## src/core/tpc_pkg.sv

```systemverilog
// Purpose: shared constants and types for the throttle position controller
// Assumes: avalon-mm slave, 32-bit data, byte addresses, one word per register
// Notes: positions, voltages and gains are 16-bit fixed-point words
package tpc_pkg;
   localparam int DW = 16;
   localparam int AW = 8;
   // control period timing
   localparam int CLK_HZ = 10_000_000;
   localparam int CTRL_PERIOD_US = 1000;
   localparam int CTRL_PERIOD_CYCLES = CTRL_PERIOD_US * (CLK_HZ / 1_000_000);
   // fixed-point scaling
   localparam int GAIN_FRAC = 8;
   localparam int RES_FRAC = 8;
   localparam logic [15:0] DRIVE_CURRENT_LIMIT = 16'h0008;
   localparam logic signed [31:0] WORD_MAX = 32'sh0000_7fff;
   localparam logic signed [31:0] WORD_MIN = -32'sh0000_8000;
   localparam logic signed [31:0] ACC_MAX = 32'sh3fff_ffff;
   localparam logic signed [31:0] ACC_MIN = -32'sh4000_0000;
   // register byte offsets
   localparam logic [7:0] REG_CTRL = 8'h00;
   localparam logic [7:0] REG_STATUS = 8'h04;
   localparam logic [7:0] REG_SETPOINT = 8'h08;
   localparam logic [7:0] REG_LEAD = 8'h0c;
   localparam logic [7:0] REG_LAG = 8'h10;
   localparam logic [7:0] REG_KP_UP = 8'h14;
   localparam logic [7:0] REG_TI_UP = 8'h18;
   localparam logic [7:0] REG_TD_UP = 8'h1c;
   localparam logic [7:0] REG_KP_LO = 8'h20;
   localparam logic [7:0] REG_TI_LO = 8'h24;
   localparam logic [7:0] REG_TD_LO = 8'h28;
   localparam logic [7:0] REG_LH_CFG = 8'h2c;
   localparam logic [7:0] REG_LH_BAND = 8'h30;
   localparam logic [7:0] REG_LH_COMP = 8'h34;
   localparam logic [7:0] REG_LH_LAG = 8'h38;
   localparam logic [7:0] REG_ST_COMP = 8'h3c;
   localparam logic [7:0] REG_ST_LAG = 8'h40;
   localparam logic [7:0] REG_RES = 8'h44;
   localparam logic [7:0] REG_THRESH = 8'h48;
   localparam logic [7:0] REG_LH_USE = 8'h4c;
   localparam logic [7:0] REG_DRIVE = 8'h50;
   localparam logic [7:0] REG_LH_VOLT = 8'h54;
   localparam logic [7:0] REG_ST_VOLT = 8'h58;
   // field positions
   localparam int CTRL_ENABLE_BIT = 0;
   localparam int STAT_FAULT_BIT = 0;
   localparam int STAT_CAL_BIT = 1;
   localparam int STAT_BAND_BIT = 2;
   localparam int SHIFT_W = 4;
   typedef enum logic [5:0] {
      TPC_IDLE = 6'b000001,
      TPC_SHAPE = 6'b000010,
      TPC_PID = 6'b000100,
      TPC_COMP = 6'b001000,
      TPC_LIMIT = 6'b010000,
      TPC_FAULT = 6'b100000
   } tpc_step_t;
   typedef struct packed {
      logic [AW-1:0] address;
      logic read;
      logic write;
      logic [31:0] writedata;
   } tpc_av_req_t;
   typedef struct packed {
      logic [31:0] readdata;
      logic waitrequest;
   } tpc_av_rsp_t;
   typedef struct packed {
      logic signed [DW-1:0] primary;
      logic signed [DW-1:0] secondary;
   } tpc_pos_t;
endpackage

```

## src/core/tpc_throttle_ctrl.sv

```systemverilog
// Purpose: closed-loop throttle plate position controller, one h-bridge channel
// Assumes: position samples come from logic on sys_clk; calibration is external
// Notes: lag times are shift exponents per control period, 0 = no filtering; lead and derivative times are multipliers
// Function
// - setpoint passes lead then lag shaping before the pid loop
// - setpoint above limp-home selects upper-side gain and times
// - setpoint at or below limp-home selects lower-side gain and times
// - zero integral time disables integral; smaller time means stronger action
// - zero derivative time disables derivative; larger time means stronger action
// - limp-home compensation updates only while setpoint is within band
// - in limp-home region a signed compensation voltage adds to pid output
// - limp-home compensation passes a first-order lag with configurable time
// - outside limp-home vicinity stiction voltage adds, signed by setpoint minus primary
// - stiction compensation passes a first-order lag with configurable time
// - fault asserts when primary and secondary differ by more than threshold
// - fault is not latched; re-evaluated each period from latest readings
// - winding resistance sets the symmetric limit on the drive output
// - configured limp-home used until calibration supplies a new value
// - in-use values read back equal to configured ones before calibration
`timescale 1ns/1ps
module tpc_throttle_ctrl #(
   parameter int PERIOD_CYCLES = tpc_pkg::CTRL_PERIOD_CYCLES
) (
   input wire logic sys_clk,
   input wire logic rst,
   input wire tpc_pkg::tpc_av_req_t av_req,
   output tpc_pkg::tpc_av_rsp_t av_rsp,
   input wire tpc_pkg::tpc_pos_t position,
   input wire logic cal_valid,
   input wire logic signed [tpc_pkg::DW-1:0] cal_limp_home,
   output logic signed [tpc_pkg::DW-1:0] motor_drive,
   output logic position_disagree_fault,
   output logic signed [tpc_pkg::DW-1:0] limp_home_position_in_use,
   output logic period_done
);
   typedef struct packed {
      logic ack;
      logic [31:0] readdata;
      logic enable;
      logic signed [15:0] position_setpoint;
      logic [15:0] setpoint_lead_time;
      logic [3:0] setpoint_lag_time;
      logic [15:0] upper_side_prop_gain;
      logic [3:0] upper_side_integral_time;
      logic [15:0] upper_side_derivative_time;
      logic [15:0] lower_side_prop_gain;
      logic [3:0] lower_side_integral_time;
      logic [15:0] lower_side_derivative_time;
      logic signed [15:0] limp_home_position_config;
      logic [15:0] limp_home_band;
      logic signed [15:0] limp_home_comp_value;
      logic [3:0] limp_home_comp_lag_time;
      logic [15:0] stiction_comp_voltage;
      logic [3:0] stiction_comp_lag_time;
      logic [15:0] winding_resistance;
      logic [15:0] position_disagree_threshold;
      logic cal_used;
      logic signed [15:0] lh_cal;
      logic [15:0] timer;
      tpc_pkg::tpc_step_t step;
      logic signed [15:0] sp_prev;
      logic signed [15:0] shaped;
      logic signed [15:0] err_prev;
      logic signed [31:0] integ;
      logic signed [31:0] pid;
      logic in_band;
      logic signed [15:0] limp_home_comp_voltage;
      logic signed [15:0] stiction_comp_value;
      logic signed [15:0] drive;
      logic fault;
      logic done;
   } tpc_state_t;

   tpc_state_t s;
   tpc_state_t next_s;

   function automatic logic signed [31:0] sx(input logic [15:0] v);
      return {{16{v[15]}}, v};
   endfunction

   function automatic logic signed [31:0] clamp(input logic signed [31:0] v,
                                                input logic signed [31:0] lim);
      if (v > lim)
      begin
         return lim;
      end
      if (v < -lim)
      begin
         return -lim;
      end
      return v;
   endfunction

   function automatic logic signed [15:0] to_word(input logic signed [31:0] v);
      logic signed [31:0] c;
      c = (v < tpc_pkg::WORD_MIN) ? tpc_pkg::WORD_MIN : v;
      c = (c > tpc_pkg::WORD_MAX) ? tpc_pkg::WORD_MAX : c;
      return c[15:0];
   endfunction

   function automatic logic signed [31:0] mag(input logic signed [31:0] v);
      return (v < 0) ? -v : v;
   endfunction

   // first-order lag: step toward target by 1/2^t of the gap
   function automatic logic signed [15:0] lag(input logic signed [15:0] y,
                                              input logic signed [31:0] x,
                                              input logic [3:0] t);
      logic signed [31:0] gap;
      gap = x - sx(y);
      return to_word(sx(y) + (gap >>> t));
   endfunction

   logic signed [15:0] lh_use;
   logic [31:0] rd_mux;
   logic [7:0] word_addr;
   logic req;
   logic signed [31:0] err;
   logic signed [31:0] lead_out;
   logic signed [31:0] pterm;
   logic signed [31:0] iterm;
   logic signed [31:0] dterm;
   logic signed [47:0] prod;
   logic signed [31:0] tgt;
   logic signed [31:0] sum;
   logic signed [31:0] limit;
   logic [47:0] lim_prod;
   logic upper;
   logic [15:0] kp;
   logic [3:0] ti;
   logic [15:0] td;

   assign lh_use = s.cal_used ? s.lh_cal : s.limp_home_position_config;
   assign req = av_req.read | av_req.write;
   assign word_addr = {av_req.address[7:2], 2'b00};
   assign av_rsp.waitrequest = req & ~s.ack;
   assign av_rsp.readdata = s.readdata;
   assign motor_drive = s.drive;
   assign position_disagree_fault = s.fault;
   assign limp_home_position_in_use = lh_use;
   assign period_done = s.done;

   always_comb
   begin
      rd_mux = 32'h0000_0000;
      case (word_addr)
         tpc_pkg::REG_CTRL: rd_mux[tpc_pkg::CTRL_ENABLE_BIT] = s.enable;
         tpc_pkg::REG_STATUS:
         begin
            rd_mux[tpc_pkg::STAT_FAULT_BIT] = s.fault;
            rd_mux[tpc_pkg::STAT_CAL_BIT] = s.cal_used;
            rd_mux[tpc_pkg::STAT_BAND_BIT] = s.in_band;
         end
         tpc_pkg::REG_SETPOINT: rd_mux[15:0] = s.position_setpoint;
         tpc_pkg::REG_LEAD: rd_mux[15:0] = s.setpoint_lead_time;
         tpc_pkg::REG_LAG: rd_mux[3:0] = s.setpoint_lag_time;
         tpc_pkg::REG_KP_UP: rd_mux[15:0] = s.upper_side_prop_gain;
         tpc_pkg::REG_TI_UP: rd_mux[3:0] = s.upper_side_integral_time;
         tpc_pkg::REG_TD_UP: rd_mux[15:0] = s.upper_side_derivative_time;
         tpc_pkg::REG_KP_LO: rd_mux[15:0] = s.lower_side_prop_gain;
         tpc_pkg::REG_TI_LO: rd_mux[3:0] = s.lower_side_integral_time;
         tpc_pkg::REG_TD_LO: rd_mux[15:0] = s.lower_side_derivative_time;
         tpc_pkg::REG_LH_CFG: rd_mux[15:0] = s.limp_home_position_config;
         tpc_pkg::REG_LH_BAND: rd_mux[15:0] = s.limp_home_band;
         tpc_pkg::REG_LH_COMP: rd_mux[15:0] = s.limp_home_comp_value;
         tpc_pkg::REG_LH_LAG: rd_mux[3:0] = s.limp_home_comp_lag_time;
         tpc_pkg::REG_ST_COMP: rd_mux[15:0] = s.stiction_comp_voltage;
         tpc_pkg::REG_ST_LAG: rd_mux[3:0] = s.stiction_comp_lag_time;
         tpc_pkg::REG_RES: rd_mux[15:0] = s.winding_resistance;
         tpc_pkg::REG_THRESH: rd_mux[15:0] = s.position_disagree_threshold;
         tpc_pkg::REG_LH_USE: rd_mux[15:0] = lh_use;
         tpc_pkg::REG_DRIVE: rd_mux[15:0] = s.drive;
         tpc_pkg::REG_LH_VOLT: rd_mux[15:0] = s.limp_home_comp_voltage;
         tpc_pkg::REG_ST_VOLT: rd_mux[15:0] = s.stiction_comp_value;
         default: rd_mux = 32'h0000_0000;
      endcase
   end

   always_comb
   begin
      next_s = s;
      err = 32'sh0;
      lead_out = 32'sh0;
      pterm = 32'sh0;
      iterm = 32'sh0;
      dterm = 32'sh0;
      prod = 48'sh0;
      tgt = 32'sh0;
      sum = 32'sh0;
      limit = 32'sh0;
      lim_prod = 48'h0;
      upper = s.position_setpoint > lh_use;
      kp = upper ? s.upper_side_prop_gain : s.lower_side_prop_gain;
      ti = upper ? s.upper_side_integral_time : s.lower_side_integral_time;
      td = upper ? s.upper_side_derivative_time : s.lower_side_derivative_time;
      next_s.done = 1'b0;
      // one wait cycle, then the access completes
      next_s.ack = req & ~s.ack;
      if (req & ~s.ack)
      begin
         next_s.readdata = av_req.read ? rd_mux : 32'h0000_0000;
      end
      if (av_req.write & s.ack)
      begin
         case (word_addr)
            tpc_pkg::REG_CTRL: next_s.enable = av_req.writedata[tpc_pkg::CTRL_ENABLE_BIT];
            tpc_pkg::REG_SETPOINT: next_s.position_setpoint = av_req.writedata[15:0];
            tpc_pkg::REG_LEAD: next_s.setpoint_lead_time = av_req.writedata[15:0];
            tpc_pkg::REG_LAG: next_s.setpoint_lag_time = av_req.writedata[3:0];
            tpc_pkg::REG_KP_UP: next_s.upper_side_prop_gain = av_req.writedata[15:0];
            tpc_pkg::REG_TI_UP: next_s.upper_side_integral_time = av_req.writedata[3:0];
            tpc_pkg::REG_TD_UP: next_s.upper_side_derivative_time = av_req.writedata[15:0];
            tpc_pkg::REG_KP_LO: next_s.lower_side_prop_gain = av_req.writedata[15:0];
            tpc_pkg::REG_TI_LO: next_s.lower_side_integral_time = av_req.writedata[3:0];
            tpc_pkg::REG_TD_LO: next_s.lower_side_derivative_time = av_req.writedata[15:0];
            tpc_pkg::REG_LH_CFG: next_s.limp_home_position_config = av_req.writedata[15:0];
            tpc_pkg::REG_LH_BAND: next_s.limp_home_band = av_req.writedata[15:0];
            tpc_pkg::REG_LH_COMP: next_s.limp_home_comp_value = av_req.writedata[15:0];
            tpc_pkg::REG_LH_LAG: next_s.limp_home_comp_lag_time = av_req.writedata[3:0];
            tpc_pkg::REG_ST_COMP: next_s.stiction_comp_voltage = av_req.writedata[15:0];
            tpc_pkg::REG_ST_LAG: next_s.stiction_comp_lag_time = av_req.writedata[3:0];
            tpc_pkg::REG_RES: next_s.winding_resistance = av_req.writedata[15:0];
            tpc_pkg::REG_THRESH: next_s.position_disagree_threshold = av_req.writedata[15:0];
            default: next_s.enable = s.enable;
         endcase
      end
      if (cal_valid)
      begin
         next_s.cal_used = 1'b1;
         next_s.lh_cal = cal_limp_home;
      end
      case (s.step)
         tpc_pkg::TPC_IDLE:
         begin
            if (s.timer >= 16'(PERIOD_CYCLES - 1))
            begin
               next_s.timer = 16'h0000;
               next_s.step = tpc_pkg::TPC_SHAPE;
            end
            else
            begin
               next_s.timer = s.timer + 16'h0001;
            end
         end
         tpc_pkg::TPC_SHAPE:
         begin
            // lead adds scaled setpoint change, lag then smooths the result
            prod = 48'(sx(s.position_setpoint) - sx(s.sp_prev)) * $signed({32'h0, s.setpoint_lead_time});
            lead_out = sx(s.position_setpoint) + clamp(prod[31:0], tpc_pkg::ACC_MAX);
            next_s.shaped = lag(s.shaped, sx(to_word(lead_out)), s.setpoint_lag_time);
            next_s.sp_prev = s.position_setpoint;
            next_s.timer = s.timer + 16'h0001;
            next_s.step = tpc_pkg::TPC_PID;
         end
         tpc_pkg::TPC_PID:
         begin
            err = sx(to_word(sx(s.shaped) - sx(position.primary)));
            prod = 48'(err) * $signed({32'h0, kp});
            // drop the gain's fraction bits; err times gain fits well inside 40 bits
            pterm = clamp(prod[31+tpc_pkg::GAIN_FRAC:tpc_pkg::GAIN_FRAC], tpc_pkg::ACC_MAX);
            if (ti == 4'h0)
            begin
               next_s.integ = 32'sh0;
            end
            else
            begin
               next_s.integ = clamp(s.integ + err, tpc_pkg::ACC_MAX);
               iterm = next_s.integ >>> ti;
            end
            if (td != 16'h0000)
            begin
               prod = 48'(err - sx(s.err_prev)) * $signed({32'h0, td});
               dterm = clamp(prod[31:0], tpc_pkg::ACC_MAX);
            end
            next_s.err_prev = err[15:0];
            next_s.pid = clamp(pterm + iterm + dterm, tpc_pkg::ACC_MAX);
            next_s.timer = s.timer + 16'h0001;
            next_s.step = tpc_pkg::TPC_COMP;
         end
         tpc_pkg::TPC_COMP:
         begin
            next_s.in_band = mag(sx(s.position_setpoint) - sx(lh_use)) <=
                             $signed({16'h0, s.limp_home_band});
            if (next_s.in_band)
            begin
               // opening force above limp-home, closing force below
               tgt = upper ? mag(sx(s.limp_home_comp_value))
                           : -mag(sx(s.limp_home_comp_value));
               next_s.limp_home_comp_voltage = lag(s.limp_home_comp_voltage, tgt,
                                                   s.limp_home_comp_lag_time);
            end
            tgt = 32'sh0;
            if (mag(sx(position.primary) - sx(lh_use)) > $signed({16'h0, s.limp_home_band}))
            begin
               if (s.position_setpoint > position.primary)
               begin
                  tgt = $signed({16'h0, s.stiction_comp_voltage});
               end
               else if (s.position_setpoint < position.primary)
               begin
                  tgt = -$signed({16'h0, s.stiction_comp_voltage});
               end
            end
            next_s.stiction_comp_value = lag(s.stiction_comp_value, tgt,
                                             s.stiction_comp_lag_time);
            next_s.timer = s.timer + 16'h0001;
            next_s.step = tpc_pkg::TPC_LIMIT;
         end
         tpc_pkg::TPC_LIMIT:
         begin
            sum = s.pid + sx(s.stiction_comp_value);
            if (s.in_band)
            begin
               sum = sum + sx(s.limp_home_comp_voltage);
            end
            // zero resistance gives zero drive, a safe default before setup
            lim_prod = 48'(s.winding_resistance) * 48'(tpc_pkg::DRIVE_CURRENT_LIMIT);
            limit = $signed({8'h0, lim_prod[23+tpc_pkg::RES_FRAC:tpc_pkg::RES_FRAC]});
            limit = (limit > tpc_pkg::WORD_MAX) ? tpc_pkg::WORD_MAX : limit;
            next_s.drive = s.enable ? to_word(clamp(sum, limit)) : 16'sh0000;
            next_s.timer = s.timer + 16'h0001;
            next_s.step = tpc_pkg::TPC_FAULT;
         end
         tpc_pkg::TPC_FAULT:
         begin
            // recomputed every period, never held
            next_s.fault = mag(sx(position.secondary) - sx(position.primary)) >
                           $signed({16'h0, s.position_disagree_threshold});
            next_s.done = 1'b1;
            next_s.timer = s.timer + 16'h0001;
            next_s.step = tpc_pkg::TPC_IDLE;
         end
         default:
         begin
            next_s.step = tpc_pkg::TPC_IDLE;
            next_s.timer = 16'h0000;
         end
      endcase
   end

   always_ff @(posedge sys_clk)
   begin
      if (rst)
      begin
         s <= '0;
         s.step <= tpc_pkg::TPC_IDLE;
      end
      else
      begin
         s <= next_s;
      end
   end
endmodule

```

## config.mk

```make
export PLATFORM = sky130hd
export DESIGN_NAME = tpc_throttle_ctrl
export DESIGN_NICKNAME = d
export VERILOG_FILES = /design/src/core/tpc_pkg.sv /design/src/core/tpc_throttle_ctrl.sv
export SDC_FILE = /design/constraint.sdc
export NUM_CORES = 2
export LEC_CHECK = 0
export ABC_AREA = 1
export CAP_MARGIN = 20
export CORE_MARGIN = 2
export CORE_UTILIZATION = 45
export DETAILED_ROUTE_END_ITERATION = 10
export DONT_BUFFER_PORTS = 1
export GPL_ROUTABILITY_DRIVEN = 0
export PLACE_DENSITY = 0.67
export SLEW_MARGIN = 10
export SYNTH_ARGS = -nofsm -noshare
export SYNTH_HDL_FRONTEND = slang
export SYNTH_SLANG_ARGS = --single-unit
export TNS_END_PERCENT = 5
```

## constraint.sdc

```tcl
create_clock -name sys_clk -period 19.65 [get_ports sys_clk]
set_input_delay 1.965 -clock sys_clk [delete_from_list [all_inputs] [get_ports sys_clk]]
set_output_delay 1.965 -clock sys_clk [all_outputs]
set_load 0.05 [all_outputs]
```

==> impl_metrics.toml <==
[synth]
synthesis.area_per_instance_um2 = 6.66
flip_flop_and_latch_count_after_synthesis = 432
synth_adder_area_share_pct = 31.3
synth-seq-area-share_pct = 10.6
ys.flop_type = "sky130_fd_sc_hd__dfxtp_1"
synth-xor-area-share_pct = 4.70
synth_top_family_by_area = "adder cells"
synth.distinct_cells = 68
yosys_warnings = 0
post_synth_inst_count = 12300
number_of_enable_flip_flop_cells_after_synthesis = 0
synth.area.mux_share_pct = 0.355
synth-async-reset-ratio_pct = 0
compound_cell_area_share_of_the_yosys_netlist_pct = 16.7
synth-simple-area-share_pct = 23.7
syn-cell-area_um2 = 81800

[timing]
clock_skew_ns = 0.0397
finalWorstPathRequiredPeriod_ns = 18.58
finalHoldViolations = 0
final.period_utilization_pct = 94.6
final.hold.worst_slack_ns = 0.464
grt_setup_unrepaired = "yes"
tns_ns = 0
timing_max_transition_violations_final = 0
fin_ws_ns = 1.07
max_slew_margin_pct = 20.7
setup_viol = 0
timing_worst_slew_pin_value_ns = 1.17
max_freq_mhz = 53.8

[setup_path]
setup.reg_to_reg.worst_slack_ns = 1.12
timing.critical_path.required_ns = 20.17
critical_path.startpoint_type = "input port"
r2r_cells = 104
r2r-end = "s[135]"
crit_path_top_delay_cell = "sky130_fd_sc_hd__ha_1"
crit_path_end_kind = "flop"
worst_path_fanout_max = 18
timing.critical_path.from = "position[16]"
worst_r2r_startpoint = "s[151]"
cpPeakStageDelay_ns = 0.56
setup.worst_path.end = "s[54]"
worst-setup-path-type = "in2reg"
crit_arrival_ns = 19.11
path_common_cell = "sky130_fd_sc_hd__nand2_1"

[routing]
maxUsedRoutingLayer = "met4"
post_drt_via_cell_ratio = 5.71
detail_route.wl_per_cell_um = 19.5
met2_length_um = 122000
drt-pass1-iter-count = 10
final_antenna_net_count = 0
drc = 0
met3WireLength_um = 28400
route.layer.met1.wl_um = 112000
dr.first_iter.drc_count = 8762
num_vias = 83000
postRouteWirelength_um = 283000

[die]
core.rowCount = 156
io_pins = 160
core_footprint_um2 = 181000
die_width_um = 430
fp.dieArea_um2 = 185000
start_util_pct = 45.2
die-height_um = 430

[clock_tree]
cts_sinks = 432
tritoncts_buffers = 51
cts_max_level = 2
worst_case_clock_buffer_depth = 3
cts_tree = "built"
clk-insertion-delay-late_ns = 0.69
cts_root_buf = "sky130_fd_sc_hd__clkbuf_16"
clk_pin_slew_ns = 0.06

[placed_design]
buffer_ports.inserted = 0
dp_worst_setup_slack_ns = -0.00548
detailed_place_hpwl_um = 229000
place_area_um2 = 84300

[layout]
finish.utilization_pct = 47.9
layout-drive-gt1-share_pct = 4.01
design.final.nets = 13800
flow.area_growth_from_synthesis_pct = 5.93
postLayoutCellArea_um2 = 86600

[power_and_ir_drop]
power_density_nw_per_um2 = 101
irDropWorstVdd_uv = 496
power_leakage_uw = 0.0440

[global_routing]
globalRouteOverflowTotal = 0
first_pass_grt_wire_length_um = 439000
grt_use_total_pct = 29.8
antenna_found_initial = 5
grt_start_max_net_pins = 164
grt_pass1_vias = 79800

[worst_hold_path]
hold_path.class = "reg2reg"

[status]
status = "finished, final reports clean"

[run]
max_cap_violations = 0
[critical path: cells and delay by family]
kind	cells	cell delay, ns
buffers and inverters	12	1.44
adders and majority gates	15	6.60
and+or+nand+nor	29	3.69
xor gates and xnor gates	3	0.59
AOI/OAI and AO/OA	21	4.72
[placed cells by master (no fill, tap or decap), drive strengths merged, types with 14 or more instances in the layout]
cell	n
a211oi	14
a21boi	21
a21o	52
a21oi	1005
a221oi	47
a31oi	73
buf	196
clkbuf	63
clkinv	45
conb	16
dfxtp	432
fa	769
ha	818
inv	2218
mux2i	29
nand2	2498
nand3	685
nand3b	22
nand4	134
nor2	1041
nor3	139
nor4	41
o211ai	52
o21a	27
o21ai	924
o21bai	57
o221ai	22
o22ai	80
or2	77
xnor2	136
xor2	303
[layer usage]
metal	track usage, %	vias up
met5	0	-
met4	17.9	0
met3	5.96	873
met2	46.6	3984
met1	38.0	39000
li1	-	39100
[cells in the mapped netlist (7+ instances only)]
cell | instances | area, um2
sky130_fd_sc_hd__a31oi_1 | 73 | 457
sky130_fd_sc_hd__o211ai_1 | 51 | 383
sky130_fd_sc_hd__clkbuf_1 | 320 | 1200
sky130_fd_sc_hd__buf_4 | 52 | 390
sky130_fd_sc_hd__inv_1 | 2207 | 8280
sky130_fd_sc_hd__mux2i_1 | 29 | 290
sky130_fd_sc_hd__a22oi_1 | 9 | 67.6
sky130_fd_sc_hd__o21ai_2 | 7 | 61.3
sky130_fd_sc_hd__a21oi_1 | 973 | 4870
sky130_fd_sc_hd__o221ai_1 | 22 | 193
sky130_fd_sc_hd__xnor2_1 | 136 | 1190
sky130_fd_sc_hd__a221oi_1 | 47 | 412
sky130_fd_sc_hd__a21o_1 | 52 | 390
sky130_fd_sc_hd__nor3b_1 | 9 | 67.6
sky130_fd_sc_hd__o2111ai_1 | 9 | 78.8
sky130_fd_sc_hd__buf_2 | 15 | 75.1
sky130_fd_sc_hd__o21ai_1 | 22 | 110
sky130_fd_sc_hd__nand2_1 | 2489 | 9340
sky130_fd_sc_hd__o21ai_0 | 895 | 4480
sky130_fd_sc_hd__nor4_1 | 41 | 257
sky130_fd_sc_hd__a2111oi_0 | 7 | 61.3
sky130_fd_sc_hd__ha_1 | 818 | 10200
sky130_fd_sc_hd__fa_1 | 769 | 15400
sky130_fd_sc_hd__nand3_1 | 682 | 3410
sky130_fd_sc_hd__o41ai_1 | 9 | 78.8
sky130_fd_sc_hd__a21oi_2 | 31 | 272
sky130_fd_sc_hd__nand2_2 | 9 | 56.3
sky130_fd_sc_hd__or2_2 | 74 | 463
sky130_fd_sc_hd__buf_1 | 35 | 131
sky130_fd_sc_hd__dfxtp_1 | 432 | 8650
sky130_fd_sc_hd__o21bai_1 | 57 | 428
sky130_fd_sc_hd__xor2_1 | 303 | 2650
sky130_fd_sc_hd__a21boi_0 | 20 | 150
sky130_fd_sc_hd__o21a_1 | 27 | 203
sky130_fd_sc_hd__nor2_1 | 1039 | 3900
sky130_fd_sc_hd__a211oi_1 | 14 | 105
sky130_fd_sc_hd__nor3_1 | 139 | 696
sky130_fd_sc_hd__nand4_1 | 134 | 838
sky130_fd_sc_hd__clkinv_1 | 39 | 146
sky130_fd_sc_hd__o22ai_1 | 80 | 500
sky130_fd_sc_hd__nand3b_1 | 22 | 165
sky130_fd_sc_hd__o311ai_0 | 10 | 87.6
sky130_fd_sc_hd__and2_1 | 10 | 62.6
[metrics by stage]
stage / std cells / power [uW]
after global routing: 14500 / 9570
final: 14500 / 8730
after floorplan: 12300 / 5900
after detailed placement: 14400 / 7380
after global placement: 14400 / 7260
after CTS: 14500 / 8500
[area by class of cell]
type | count | area (um2)
fill | 18200 | 94100
multi-input combinational | 9181 | 63100
sequential | 432 | 8650
inverter | 2252 | 8470
tap | 2370 | 2970
timing repair buffer | 196 | 1510
clock buffer | 63 | 1400
clock inverter | 30 | 473
antenna | 1 | 2.50
[where the power goes]
group | internal, uW | leakage [uW] | switching (uW)
logic | 2250 | 0.0396 | 4500
registers | 880 | 0.00348 | 4.54
clock network | 642 | 0.000896 | 449
total | 3770 | 0.0440 | 4960
[how the worst min path moves through the flow]
stage,startpoint,to,slack (ns),cells past startpoint
global placement,s[169],s[169],0.43,1
floorplan,s[169],s[169],0.42,1
global route,s[91],s[91],0.47,2
CTS,s[155],s[155],0.47,2
finish,s[169],s[169],0.46,1
detailed placement,s[169],s[169],0.45,1
[repair_timing]
action,in CTS,in global routing
setup endpoints to repair,15,47
pin swaps,0,21
buffers inserted,0,14
hold buffers,0,0
gates resized for setup,3,87
gates cloned,0,1
[sequential cells by signal (all words and copies together), names as in the netlist]
name	flops
av_rsp	16
motor_drive	16
period_done	1
position_disagree_fault	1
s	398
[logic make-up (layout without fill, tap and decap cells)]
logic type,Yosys count,count (layout)
AO/OA/AOI/OAI,2443,2443
XOR/XNOR,439,439
adder cells (fa/ha/maj),1587,1587
buffers and inverters,2680,2541
flip-flops,432,432
multiplexers,29,29
other,1,17
AND/OR/NAND/NOR,4667,4667
Note: power is estimated with default switching activity, not from simulation.
